### config.mk
export PLATFORM = sky130hd
export DESIGN_NAME = dsle_top
export DESIGN_NICKNAME = d
export VERILOG_FILES = /design/src/rtl/dsle_pkg.sv /design/src/rtl/dsle_top.sv /design/src/rtl/dsle_flash_gen.sv /design/src/rtl/dsle_led_drive.sv
export SDC_FILE = /design/constraint.sdc
export NUM_CORES = 1
export LEC_CHECK = 0
export BUFFER_PORTS_ARGS = -buffer_cell sky130_fd_sc_hd__buf_2
export CAP_MARGIN = 20
export CORE_MARGIN = 2
export CORE_UTILIZATION = 61
export DETAILED_ROUTE_END_ITERATION = 10
export MAX_ROUTING_LAYER = met4
export PLACE_DENSITY = 0.83
export SYNTH_ARGS = -nofsm -noshare
export SYNTH_HDL_FRONTEND = slang
export SYNTH_SLANG_ARGS = --single-unit
export TNS_END_PERCENT = 5
### constraint.sdc
create_clock -name i_mclk -period 3.1 [get_ports i_mclk]
set_input_delay 0.465 -clock i_mclk [delete_from_list [all_inputs] [get_ports i_mclk]]
set_output_delay 0.465 -clock i_mclk [all_outputs]
set_load 0.05 [all_outputs]
### src/rtl/dsle_pkg.sv
// Purpose : Shared constants and types for the drive status LED encoder
// Assumes : 40 MHz system clock, synchronous active-high reset
// Notes   : Flash periods are not fixed by the product; defaults are plain choices
`default_nettype none

package dsle_pkg;

  // ---------------------------------------------------------------
  // Register map (byte addresses, one 32-bit word each)
  // ---------------------------------------------------------------
  localparam logic [7:0] DSLE_AXIS_CTRL_OFS  = 8'h00;
  localparam logic [7:0] DSLE_MAINS_CTRL_OFS = 8'h04;
  localparam logic [7:0] DSLE_LED_STAT_OFS   = 8'h08;
  localparam logic [7:0] DSLE_IRQ_STAT_OFS   = 8'h0C;
  localparam logic [7:0] DSLE_IRQ_EN_OFS     = 8'h10;
  localparam logic [7:0] DSLE_IRQ_CLR_OFS    = 8'h14;
  localparam logic [7:0] DSLE_MAINS_ERR_OFS  = 8'h18;

  // Axis control field positions
  localparam int DSLE_AX_BOOT     = 0;
  localparam int DSLE_AX_NOCFG    = 1;
  localparam int DSLE_AX_NOFB     = 2;
  localparam int DSLE_AX_NOPROG   = 3;
  localparam int DSLE_AX_BADPROG  = 4;
  localparam int DSLE_AX_HALLBAD  = 5;
  localparam int DSLE_AX_POWERED  = 6;
  localparam int DSLE_AX_CALIB    = 7;
  localparam int DSLE_AX_ERR      = 8;
  localparam int DSLE_AX_REACT2   = 9;
  localparam int DSLE_AX_DEFECT   = 10;
  localparam int DSLE_AX_WIDTH    = 11;

  // Mains control field positions
  localparam int DSLE_MN_ERR      = 0;
  localparam int DSLE_MN_ADDR_ACT = 1;
  localparam int DSLE_MN_WIRE_BAD = 2;
  localparam int DSLE_MN_ADDR_OK  = 3;
  localparam int DSLE_MN_STATE_LO = 4;
  localparam int DSLE_MN_WIDTH    = 7;

  // Reset values
  localparam logic [DSLE_AX_WIDTH-1:0] DSLE_AX_RST = 11'h001;
  localparam logic [DSLE_MN_WIDTH-1:0] DSLE_MN_RST = 7'h00;
  localparam logic [3:0]               DSLE_IRQ_RST = 4'h0;

  // Interrupt event bits
  localparam int DSLE_IRQ_AX_ERR  = 0;
  localparam int DSLE_IRQ_AX_DEF  = 1;
  localparam int DSLE_IRQ_MN_ERR  = 2;
  localparam int DSLE_IRQ_AX_MODE = 3;
  localparam int DSLE_IRQ_W       = 4;

  // Flash timing
  localparam int DSLE_CLK_HZ      = 40_000_000;
  localparam int DSLE_SLOW_MS     = 500;
  localparam int DSLE_FAST_MS     = 125;
  localparam int DSLE_SLOW_CYC    = DSLE_CLK_HZ / 1000 * DSLE_SLOW_MS;
  localparam int DSLE_FAST_CYC    = DSLE_CLK_HZ / 1000 * DSLE_FAST_MS;

  // Mains device states (3-bit field in mains control)
  typedef enum logic [2:0] {
    DSLE_MS_NONE = 3'h0,
    DSLE_MS_INIT = 3'h1,
    DSLE_MS_ERR  = 3'h2,
    DSLE_MS_RUN  = 3'h3,
    DSLE_MS_BOOT = 3'h4
  } dsle_mstate_t;

  // LED drive patterns
  typedef enum logic [1:0] {
    DSLE_OFF  = 2'h0,
    DSLE_ON   = 2'h1,
    DSLE_SLOW = 2'h2,
    DSLE_FAST = 2'h3
  } dsle_pat_t;

  // Red/green pair of patterns, plus alternate-phase flag
  typedef struct packed {
    dsle_pat_t red;
    dsle_pat_t green;
    logic      alt;
  } dsle_pair_t;

  // Flash phase carrier
  typedef struct packed {
    logic slow;
    logic fast;
  } dsle_phase_t;

endpackage : dsle_pkg

`default_nettype wire

### src/rtl/dsle_top.sv
// Purpose : APB-controlled status LED encoder for axis and mains supply module
// Assumes : APB slave with zero wait states, 40 MHz clock
// Notes   : Unmapped addresses read zero and raise pslverr
//
// The implementer's own choices: register access over APB and the placing of the registers.
`default_nettype none

module dsle_top #(
  parameter int SLOW_HALF = dsle_pkg::DSLE_SLOW_CYC,
  parameter int FAST_HALF = dsle_pkg::DSLE_FAST_CYC
) (
  input  wire logic        i_mclk,
  input  wire logic        i_rst,
  input  wire logic        i_psel,
  input  wire logic        i_penable,
  input  wire logic        i_pwrite,
  input  wire logic [7:0]  i_paddr,
  input  wire logic [31:0] i_pwdata,
  output logic [31:0]      o_prdata,
  output logic             o_pready,
  output logic             o_pslverr,
  output logic             o_axis_red,
  output logic             o_axis_green,
  output logic             o_mains_red,
  output logic             o_mains_green,
  output logic             o_irq
);

  // ---------------------------------------------------------------
  // Declarations
  // ---------------------------------------------------------------
  logic [dsle_pkg::DSLE_AX_WIDTH-1:0] axis_ctrl_reg;
  logic [dsle_pkg::DSLE_MN_WIDTH-1:0] mains_ctrl_reg;
  logic [dsle_pkg::DSLE_IRQ_W-1:0]    irq_stat_reg;
  logic [dsle_pkg::DSLE_IRQ_W-1:0]    irq_en_reg;
  logic [3:0]                         axis_mode_reg;
  logic [3:0]                         axis_mode_next;
  logic                               mains_err_seen_reg;
  dsle_pkg::dsle_pair_t               axis_pair;
  dsle_pkg::dsle_pair_t               mains_pair;
  dsle_pkg::dsle_phase_t              phase;
  dsle_pkg::dsle_mstate_t             mstate;
  logic                               wr_en;
  logic                               rd_en;
  logic                               addr_ok;
  logic [dsle_pkg::DSLE_IRQ_W-1:0]    ev;
  logic [dsle_pkg::DSLE_IRQ_W-1:0]    clr;
  logic                               ax_cfg_fault;
  logic                               ax_err_prev_reg;
  logic                               ax_def_prev_reg;
  logic                               mn_err_prev_reg;

  // Decode helper used for write strobes and read mux
  function automatic logic dsle_hit(input logic [7:0] a, input logic [7:0] ofs);
    dsle_hit = (a == ofs);
  endfunction : dsle_hit

  // ---------------------------------------------------------------
  // APB slave
  // ---------------------------------------------------------------
  // Zero wait states: every access completes in its first access cycle
  assign o_pready = 1'b1;
  assign wr_en    = i_psel & i_penable & i_pwrite;
  assign rd_en    = i_psel & ~i_pwrite;
  assign addr_ok  = dsle_hit(i_paddr, dsle_pkg::DSLE_AXIS_CTRL_OFS)
                  | dsle_hit(i_paddr, dsle_pkg::DSLE_MAINS_CTRL_OFS)
                  | dsle_hit(i_paddr, dsle_pkg::DSLE_LED_STAT_OFS)
                  | dsle_hit(i_paddr, dsle_pkg::DSLE_IRQ_STAT_OFS)
                  | dsle_hit(i_paddr, dsle_pkg::DSLE_IRQ_EN_OFS)
                  | dsle_hit(i_paddr, dsle_pkg::DSLE_IRQ_CLR_OFS)
                  | dsle_hit(i_paddr, dsle_pkg::DSLE_MAINS_ERR_OFS);
  assign o_pslverr = i_psel & i_penable & ~addr_ok;

  // Control registers written by software
  always_ff @(posedge i_mclk) begin
    if (i_rst) begin
      axis_ctrl_reg  <= dsle_pkg::DSLE_AX_RST;
      mains_ctrl_reg <= dsle_pkg::DSLE_MN_RST;
      irq_en_reg     <= dsle_pkg::DSLE_IRQ_RST;
    end else if (wr_en) begin
      if (dsle_hit(i_paddr, dsle_pkg::DSLE_AXIS_CTRL_OFS)) begin
        axis_ctrl_reg <= i_pwdata[dsle_pkg::DSLE_AX_WIDTH-1:0];
      end
      if (dsle_hit(i_paddr, dsle_pkg::DSLE_MAINS_CTRL_OFS)) begin
        mains_ctrl_reg <= i_pwdata[dsle_pkg::DSLE_MN_WIDTH-1:0];
      end
      if (dsle_hit(i_paddr, dsle_pkg::DSLE_IRQ_EN_OFS)) begin
        irq_en_reg <= i_pwdata[dsle_pkg::DSLE_IRQ_W-1:0];
      end
    end
  end

  // Read data registered during setup so it is stable in the access phase
  always_ff @(posedge i_mclk) begin
    if (i_rst) begin
      o_prdata <= 32'h0;
    end else if (rd_en & ~i_penable) begin
      case (1'b1)
        dsle_hit(i_paddr, dsle_pkg::DSLE_AXIS_CTRL_OFS):
          o_prdata <= {21'h0, axis_ctrl_reg};
        dsle_hit(i_paddr, dsle_pkg::DSLE_MAINS_CTRL_OFS):
          o_prdata <= {25'h0, mains_ctrl_reg};
        dsle_hit(i_paddr, dsle_pkg::DSLE_LED_STAT_OFS):
          o_prdata <= {24'h0, axis_mode_reg, o_mains_green, o_mains_red,
                       o_axis_green, o_axis_red};
        dsle_hit(i_paddr, dsle_pkg::DSLE_IRQ_STAT_OFS):
          o_prdata <= {28'h0, irq_stat_reg};
        dsle_hit(i_paddr, dsle_pkg::DSLE_IRQ_EN_OFS):
          o_prdata <= {28'h0, irq_en_reg};
        dsle_hit(i_paddr, dsle_pkg::DSLE_MAINS_ERR_OFS):
          o_prdata <= {30'h0, mains_err_seen_reg,
                       mains_ctrl_reg[dsle_pkg::DSLE_MN_ERR]};
        default:
          o_prdata <= 32'h0;
      endcase
    end
  end

  // ---------------------------------------------------------------
  // Axis LED selection
  // ---------------------------------------------------------------
  assign ax_cfg_fault = axis_ctrl_reg[dsle_pkg::DSLE_AX_NOCFG]
                      | axis_ctrl_reg[dsle_pkg::DSLE_AX_NOFB]
                      | axis_ctrl_reg[dsle_pkg::DSLE_AX_NOPROG]
                      | axis_ctrl_reg[dsle_pkg::DSLE_AX_BADPROG]
                      | axis_ctrl_reg[dsle_pkg::DSLE_AX_HALLBAD];

  // Priority: defect, boot, config fault, errors, then power states
  always_comb begin
    axis_pair      = '{red: dsle_pkg::DSLE_OFF, green: dsle_pkg::DSLE_OFF, alt: 1'b0};
    axis_mode_next = 4'h0;
    if (axis_ctrl_reg[dsle_pkg::DSLE_AX_DEFECT]) begin
      axis_pair      = '{red: dsle_pkg::DSLE_ON, green: dsle_pkg::DSLE_ON, alt: 1'b0};
      axis_mode_next = 4'h8;
    end else if (axis_ctrl_reg[dsle_pkg::DSLE_AX_BOOT]) begin
      axis_pair.alt  = 1'b1;
      axis_mode_next = 4'h1;
    end else if (ax_cfg_fault) begin
      axis_pair.red  = dsle_pkg::DSLE_SLOW;
      axis_mode_next = 4'h2;
    end else if (axis_ctrl_reg[dsle_pkg::DSLE_AX_ERR]) begin
      if (axis_ctrl_reg[dsle_pkg::DSLE_AX_REACT2]) begin
        axis_pair.red  = dsle_pkg::DSLE_ON;
        axis_mode_next = 4'h7;
      end else begin
        axis_pair.red   = dsle_pkg::DSLE_FAST;
        axis_pair.green = dsle_pkg::DSLE_ON;
        axis_mode_next  = 4'h6;
      end
    end else if (!axis_ctrl_reg[dsle_pkg::DSLE_AX_POWERED]) begin
      axis_pair.green = dsle_pkg::DSLE_SLOW;
      axis_mode_next  = 4'h3;
    end else if (axis_ctrl_reg[dsle_pkg::DSLE_AX_CALIB]) begin
      axis_pair.green = dsle_pkg::DSLE_FAST;
      axis_mode_next  = 4'h4;
    end else begin
      axis_pair.green = dsle_pkg::DSLE_ON;
      axis_mode_next  = 4'h5;
    end
  end

  // Mode code kept for readback of the chosen indication
  always_ff @(posedge i_mclk) begin
    if (i_rst) begin
      axis_mode_reg <= 4'h0;
    end else begin
      axis_mode_reg <= axis_mode_next;
    end
  end

  // ---------------------------------------------------------------
  // Mains supply module LED selection
  // ---------------------------------------------------------------
  assign mstate = dsle_pkg::dsle_mstate_t'(mains_ctrl_reg[dsle_pkg::DSLE_MN_STATE_LO +: 3]);

  // Error outranks device state; address phases only apply with no state set.
  // Red is unspecified in address phases; it is kept off there.
  always_comb begin
    mains_pair = '{red: dsle_pkg::DSLE_OFF, green: dsle_pkg::DSLE_OFF, alt: 1'b0};
    if (mains_ctrl_reg[dsle_pkg::DSLE_MN_ERR]) begin
      mains_pair.red = dsle_pkg::DSLE_ON;
    end else begin
      case (mstate)
        dsle_pkg::DSLE_MS_BOOT: begin
          mains_pair.green = dsle_pkg::DSLE_SLOW;
          mains_pair.red   = dsle_pkg::DSLE_SLOW;
        end
        dsle_pkg::DSLE_MS_INIT: begin
          mains_pair.green = dsle_pkg::DSLE_SLOW;
          mains_pair.red   = dsle_pkg::DSLE_FAST;
        end
        dsle_pkg::DSLE_MS_ERR: begin
          mains_pair.green = dsle_pkg::DSLE_SLOW;
          mains_pair.red   = dsle_pkg::DSLE_ON;
        end
        dsle_pkg::DSLE_MS_RUN: begin
          mains_pair.green = dsle_pkg::DSLE_ON;
        end
        default: begin
          if (mains_ctrl_reg[dsle_pkg::DSLE_MN_ADDR_ACT]
              | mains_ctrl_reg[dsle_pkg::DSLE_MN_WIRE_BAD]) begin
            mains_pair.green = dsle_pkg::DSLE_FAST;
          end else if (mains_ctrl_reg[dsle_pkg::DSLE_MN_ADDR_OK]) begin
            mains_pair.green = dsle_pkg::DSLE_SLOW;
          end
        end
      endcase
    end
  end

  // ---------------------------------------------------------------
  // Flash generation and LED outputs
  // ---------------------------------------------------------------
  dsle_flash_gen #(
    .SLOW_HALF (SLOW_HALF),
    .FAST_HALF (FAST_HALF)
  ) u_flash (
    .i_mclk  (i_mclk),
    .i_rst   (i_rst),
    .o_phase (phase)
  );

  dsle_led_drive u_axis_led (
    .i_mclk  (i_mclk),
    .i_rst   (i_rst),
    .i_pair  (axis_pair),
    .i_phase (phase),
    .o_red   (o_axis_red),
    .o_green (o_axis_green)
  );

  dsle_led_drive u_mains_led (
    .i_mclk  (i_mclk),
    .i_rst   (i_rst),
    .i_pair  (mains_pair),
    .i_phase (phase),
    .o_red   (o_mains_red),
    .o_green (o_mains_green)
  );

  // ---------------------------------------------------------------
  // Events and interrupt
  // ---------------------------------------------------------------
  // Previous levels for rising-edge event detection
  always_ff @(posedge i_mclk) begin
    if (i_rst) begin
      ax_err_prev_reg <= 1'b0;
      ax_def_prev_reg <= 1'b0;
      mn_err_prev_reg <= 1'b0;
    end else begin
      ax_err_prev_reg <= axis_ctrl_reg[dsle_pkg::DSLE_AX_ERR];
      ax_def_prev_reg <= axis_ctrl_reg[dsle_pkg::DSLE_AX_DEFECT];
      mn_err_prev_reg <= mains_ctrl_reg[dsle_pkg::DSLE_MN_ERR];
    end
  end

  assign ev[dsle_pkg::DSLE_IRQ_AX_ERR]  = axis_ctrl_reg[dsle_pkg::DSLE_AX_ERR] & ~ax_err_prev_reg;
  assign ev[dsle_pkg::DSLE_IRQ_AX_DEF]  = axis_ctrl_reg[dsle_pkg::DSLE_AX_DEFECT]
                                        & ~ax_def_prev_reg;
  assign ev[dsle_pkg::DSLE_IRQ_MN_ERR]  = mains_ctrl_reg[dsle_pkg::DSLE_MN_ERR] & ~mn_err_prev_reg;
  assign ev[dsle_pkg::DSLE_IRQ_AX_MODE] = (axis_mode_next != axis_mode_reg);
  assign clr = (wr_en & dsle_hit(i_paddr, dsle_pkg::DSLE_IRQ_CLR_OFS))
             ? i_pwdata[dsle_pkg::DSLE_IRQ_W-1:0] : 4'h0;

  // Sticky status: a new event in the clear cycle wins over the clear
  always_ff @(posedge i_mclk) begin
    if (i_rst) begin
      irq_stat_reg <= dsle_pkg::DSLE_IRQ_RST;
    end else begin
      irq_stat_reg <= (irq_stat_reg & ~clr) | ev;
    end
  end

  // Latched mains error so software reads it back even if it was brief
  always_ff @(posedge i_mclk) begin
    if (i_rst) begin
      mains_err_seen_reg <= 1'b0;
    end else begin
      mains_err_seen_reg <= ev[dsle_pkg::DSLE_IRQ_MN_ERR]
                          | (mains_err_seen_reg & ~clr[dsle_pkg::DSLE_IRQ_MN_ERR]);
    end
  end

  assign o_irq = |(irq_stat_reg & irq_en_reg);

endmodule : dsle_top

`default_nettype wire

### src/rtl/dsle_flash_gen.sv
// Purpose : Slow and fast square-wave phases for LED flashing
// Assumes : Single clock, synchronous reset
// Notes   : Half periods are parameters so a bench can shorten them
`default_nettype none

module dsle_flash_gen #(
  parameter int SLOW_HALF = dsle_pkg::DSLE_SLOW_CYC,
  parameter int FAST_HALF = dsle_pkg::DSLE_FAST_CYC
) (
  input  wire logic          i_mclk,
  input  wire logic          i_rst,
  output var dsle_pkg::dsle_phase_t o_phase
);

  logic [31:0] slow_cnt_reg;
  logic [31:0] fast_cnt_reg;
  logic        slow_reg;
  logic        fast_reg;

  // Separate phase flops so each counter process owns its counter and its own phase bit
  assign o_phase = '{slow: slow_reg, fast: fast_reg};

  // ---------------------------------------------------------------
  // Counters
  // ---------------------------------------------------------------
  // Slow half-period counter toggles the slow phase
  always_ff @(posedge i_mclk) begin
    if (i_rst) begin
      slow_cnt_reg <= 32'h0;
      slow_reg     <= 1'b0;
    end else if (slow_cnt_reg == 32'(SLOW_HALF - 1)) begin
      slow_cnt_reg <= 32'h0;
      slow_reg     <= ~slow_reg;
    end else begin
      slow_cnt_reg <= slow_cnt_reg + 32'h1;
    end
  end

  // Fast counter runs freely; phases need not align
  always_ff @(posedge i_mclk) begin
    if (i_rst) begin
      fast_cnt_reg <= 32'h0;
      fast_reg     <= 1'b0;
    end else if (fast_cnt_reg == 32'(FAST_HALF - 1)) begin
      fast_cnt_reg <= 32'h0;
      fast_reg     <= ~fast_reg;
    end else begin
      fast_cnt_reg <= fast_cnt_reg + 32'h1;
    end
  end

endmodule : dsle_flash_gen

`default_nettype wire

### src/rtl/dsle_led_drive.sv
// Purpose : Turns a red/green pattern pair into two registered LED levels
// Assumes : Phases come from the flash generator on the same clock
// Notes   : Alternate mode drives red on the opposite phase to green
`default_nettype none

module dsle_led_drive (
  input  wire logic                 i_mclk,
  input  wire logic                 i_rst,
  input  wire dsle_pkg::dsle_pair_t  i_pair,
  input  wire dsle_pkg::dsle_phase_t i_phase,
  output logic                      o_red,
  output logic                      o_green
);

  // Pattern to level
  function automatic logic dsle_level(input dsle_pkg::dsle_pat_t pat,
                                      input dsle_pkg::dsle_phase_t ph);
    case (pat)
      dsle_pkg::DSLE_ON:   dsle_level = 1'b1;
      dsle_pkg::DSLE_SLOW: dsle_level = ph.slow;
      dsle_pkg::DSLE_FAST: dsle_level = ph.fast;
      default:             dsle_level = 1'b0;
    endcase
  endfunction : dsle_level

  // ---------------------------------------------------------------
  // Output registers
  // ---------------------------------------------------------------
  // Registered so LED pins never glitch on pattern changes
  always_ff @(posedge i_mclk) begin
    if (i_rst) begin
      o_red   <= 1'b0;
      o_green <= 1'b0;
    end else if (i_pair.alt) begin
      o_green <= i_phase.slow;
      o_red   <= ~i_phase.slow;
    end else begin
      o_red   <= dsle_level(i_pair.red, i_phase);
      o_green <= dsle_level(i_pair.green, i_phase);
    end
  end

endmodule : dsle_led_drive

`default_nettype wire

### Word level (Yosys, flattened, before mapping)

Cells that the tools add are included.

* $add $sub $neg: 2
* equality and inequality tests: 25
* mux-type cells: 37
* bitwise logic cells: 35
* reduce and logical (&&, ||, !) cells: 8

Operators by type and width (count)
* adder 32 x 1 -> 32 bit (second input constant): 2
* == test 32 x 23 -> 1 bit (second input constant): 1
* == test 32 x 25 -> 1 bit (second input constant): 1
* two-way mux 4 bit: 8
* == test 8 x 5 -> 1 bit (second input constant): 3
* two-way mux 2 bit: 12
* == test 2 bit (second input constant): 8
* == test 8 x 4 -> 1 bit (second input constant): 2
* two-way mux 8 bit: 2
* OR 1 bit: 12
* case mux 1 bit (3 select lines): 4
* two-way mux 11 bit: 1
* bitwise AND 1 bit: 10
* inverter 1 bit: 9
* bitwise AND 4 bit: 2
* == test 2 x 1 -> 1 bit (second input constant): 4
* == test 8 x 3 -> 1 bit (second input constant): 1
* logical NOT 8 bit: 1
* == test 3 x 2 -> 1 bit (second input constant): 2
* two-way mux 1 bit: 6
* case mux 2 bit (3 select lines): 1
* AND reduction 2 bit: 3
* two-way mux 5 bit: 1
* inequality test 4 bit: 1
* 9 further kinds: 10

* bits in registers: 136
* input port bits: 45
* word-level logic and storage cells: 125

### Longest topological paths before layout

* word-level depth: 10
* depth in mapped cells: 8

### Modules after synthesis

Synthesis repeated with hierarchy kept, for this count alone.

* cell total of the unflattened synthesis: 664
* area total of the unflattened synthesis: 5672.9 um^2

By module, submodules not included
* dsle_flash_gen: instances 1, cells each 342, area an instance 3072.9 um^2, seq. area each 1321.3 um^2
* dsle_top: instances 1, cells each 296, area an instance 2379.8 um^2, seq. area each 880.8 um^2
* dsle_led_drive: instances 2, cells each 13, area an instance 110.1 um^2, seq. area each 40.0 um^2

### Least setup slack after synthesis

No wires, ideal clock.

* kind: input to output
* from: input port i_paddr[0]
* to: output port o_pslverr
* data arrival time: 1.925 ns
* required time: 2.635 ns
* path slack: 0.710 ns
* stages: 5
* path buffers: 1
* cell sequence: or4_4 > or2_1 > buf_6 > a31o_2 > and3_1

* cells in the longest elaborated chain, start to end: 9
* elaborated cells between the ends (all ways): 15

Ends and longest elaborated chain
* start, declared: line dsle_top.sv:17 `input wire logic [7:0] i_paddr,`
* == test 8 x 3 -> 1 bit or logical NOT 8 bit (tied branches): line dsle_top.sv:55 `dsle_hit = (a == ofs);`
* OR 1 bit: line dsle_top.sv:66 `| dsle_hit(i_paddr, dsle_pkg::DSLE_MAINS_CTRL_OFS)`
* OR 1 bit: line dsle_top.sv:67 `| dsle_hit(i_paddr, dsle_pkg::DSLE_LED_STAT_OFS)`
* OR 1 bit: line dsle_top.sv:68 `| dsle_hit(i_paddr, dsle_pkg::DSLE_IRQ_STAT_OFS)`
* OR 1 bit: line dsle_top.sv:69 `| dsle_hit(i_paddr, dsle_pkg::DSLE_IRQ_EN_OFS)`
* OR 1 bit: line dsle_top.sv:70 `| dsle_hit(i_paddr, dsle_pkg::DSLE_IRQ_CLR_OFS)`
* OR 1 bit *: line dsle_top.sv:71 `| dsle_hit(i_paddr, dsle_pkg::DSLE_MAINS_ERR_OFS);`
* inverter 1 bit *: line dsle_top.sv:72 `assign o_pslverr = i_psel & i_penable & ~addr_ok;`
* bitwise AND 1 bit *: line dsle_top.sv:72
* end, declared: line dsle_top.sv:21 `output logic o_pslverr,`

Every way passes the cells marked *; elsewhere a longest branch is shown, timed or not.

### Worst setup path after layout

Same ends and word-level chain as after synthesis.

==> flow_summary.toml <==
[global_route]
grt_pass1_wl_um = 20600
grt_max_degree = 32
grt_usage_pct = 26.9
grt_overflow = 0
antenna_found_initial = 1
grt_pass1_vias = 4456

[synthesis]
synth_top_family_by_area = "simple AND/OR/NAND/NOR gates"
synth-simple-area-share_pct = 28.9
synth_warnings = 0
synth_xor_area_share_pct = 10.0
synth_edf_count = 0
syn_area_um2 = 5510
synth-main-ff-cell = "dfxtp_1"
synthMuxAreaShare_pct = 5.17
synth_compound_area_share_pct = 7.63
netlist_instances = 649
ys_types = 57
synthAdderAreaFrac_pct = 0.681
avgSynthCellArea_um2 = 8.49
ys_ff_latch = 114
ys_seq_area_share_pct = 41.4
async_reset_ff_share_pct = 0

[detailed_routing]
drc_errors = 0
postRouteAntennaNets = 0
num_vias = 4703
drtPass1Iterations = 5
drtIter0Drc = 379
drt_wl_total_um = 12200
vias_per_cell = 5.87
wl_per_cell_um = 15.2

[hold_path]
hold_path.class = "input pin to flip-flop"

[sta]
postLayoutSetupSlackWorst_ns = 0.544
setup_violations = 0
setup_tns_ns = 0
rsz0062_at_grt = "false"
fmax_mhz = 391
skew_ns = 0.0129
fin_crit_ns = 2.56
hold_violations = 0
fin_crit_sh_pct = 82.4
relSlewSlack_pct = 33.2
tightest_slew_ns = 0.999
drv_slew = 0

[critical_path]
crit_required_ns = 2.63
worstSetupEndpointType = "primary output"
critPathMaxFanout = 7
arrival_ns = 2.09
crit_type = "input pin to primary output"
start_kind = "input pin"

[clocking]
h-tree-depth = 4
clkTransAtPathRegs_ns = 0.05
cts_repair_resize_count = 0
cts_tree = "done"
cts.sinks = 114
cts_max_path_buffers = 2
cts_made_buffers = 17
cts-root-buf = "clkbuf_8"
cts_setup_buffers = 0
cts_hold_buf = 0
clock_latency_ns = 0.52

[layout]
final_common_cell = "nor2_1"
drive_above_1_share_pct = 12.9
fin_cells = 801
multiInputGateArea_um2 = 2970
syn_to_final_growth_pct = 13.5
layout_common_cells = "nor2_1 (119), dfxtp_1 (114), nand2_1 (42)"
final_nets = 727
n_fill_cell = 660
seq_area_um2 = 2280

[placed_design]
preCtsSetupSlack_ns = 0.545
placed_cells = 768
gp_congestion = 0.904
port_buffers = 40
dp_hpwl_um = 8250

[floorplan]
die_x_um = 99.1
placementRows = 34
core_um2 = 8760
io_pins = 84
dieArea_um2 = 9810
dieHeight_um = 99.1
initial_core_util_pct = 62.9

[pwr]
p_per_area_nw_per_um2 = 580
finalPower_w = 0.00363
p_leak_nw = 2.46
peakVddDrop_mv = 0.474

[status]
status = "completed"

[job]
cap_violations = 0
-- final cells by class --
cell class	instances	share of cell area, %
Multi-Input combinational cell	491	47.5
Sequential cell	114	36.5
Clock buffer	20	7.12
Timing Repair Buffer	42	3.44
Clock inverter	12	2.50
Tap cell	108	2.16
Inverter	13	0.780
Antenna cell	1	0.0400
-- synth_stat cells, types with 3 or more instances --
library cell	number	area share, %
nor2_1	119	8.1
dfxtp_1	114	41
nand2_1	42	2.9
xnor2_1	38	6.0
xor2_1	25	4.0
mux2i_1	24	4.4
buf_4	22	3.0
nand3_1	22	2.0
clkbuf_1	21	1.4
nand4_1	21	2.4
nor3_1	18	1.6
nor4_1	17	1.9
and3_1	16	1.8
a21oi_1	15	1.4
inv_1	13	0.89
o21ai_0	13	1.2
nor2b_1	11	1.2
and4_1	8	1.3
a22oi_1	7	0.95
or3_1	6	0.68
a221oi_1	5	0.79
and2_1	5	0.57
buf_2	5	0.45
o211ai_1	5	0.68
a31oi_1	4	0.45
mux2_2	4	0.82
o22ai_1	4	0.45
or4_1	4	0.54
ha_1	3	0.68
nand2b_1	3	0.34
-- where the power goes --
| part | internal (W) | total, W | leakage [nW] | switching [W] |
|---|---|---|---|---|
| clock | 0.00127 | 0.00196 | 0.284 | 0.000696 |
| combinational | 0.0000363 | 0.000175 | 1.26 | 0.000139 |
| sequential | 0.00148 | 0.00149 | 0.921 | 0.00000921 |
| total | 0.00278 | 0.00363 | 2.46 | 0.000845 |
-- per-layer routing --
| metal | GRT usage, % | vias to the layer above | routed length, um |
|---|---|---|---|
| li1 | - | 2285 | - |
| met2 | 43.0 | 167 | 5970 |
| met5 | - | - | 0 |
| met3 | 7.23 | 27 | 812 |
| met1 | 32.2 | 2224 | 5170 |
| met4 | 10.9 | 0 | 246 |
-- critical path, stage by stage --
cell,delay [ns]
buf_2,0.10
or4_4,0.57
or2_1,0.34
a31o_2,0.25
and3_1,0.16
buf_2,0.20
-- stage by stage --
step                hold slack [ns]  cell area, um2  util (%)
floorplan                     0.413            5590         -
finish                        0.185            6250      71.4
detailed placement            0.440            5650      64.5
global route                  0.188            6250      71.4
CTS                           0.181            6250      71.3
global placement              0.421            5650      64.5
-- logic make-up after synthesis --
family,count (synthesis)
AOI/OAI and AO/OA,65
xor gates and xnor gates,63
adders and majority gates,3
buffers and inverters,64
DFF,114
muxes,28
other,2
and+or+nand+nor,310
-- worst paths after layout --
check / start / depth (start not counted) / to / slack (ns)
worst max-delay path: i_paddr[0] / 6 / o_pslverr / 0.54
worst min-delay path: i_pwdata[10] / 3 / axis_ctrl_reg[10] / 0.19
worst max register to register: u_flash.slow_cnt_reg[0] / 6 / u_flash.slow_cnt_reg[4] / 0.88
worst min register to register: u_flash.fast_cnt_reg[0] / 1 / u_flash.fast_cnt_reg[0] / 0.45
Note: power is estimated with default switching activity, not from simulation.
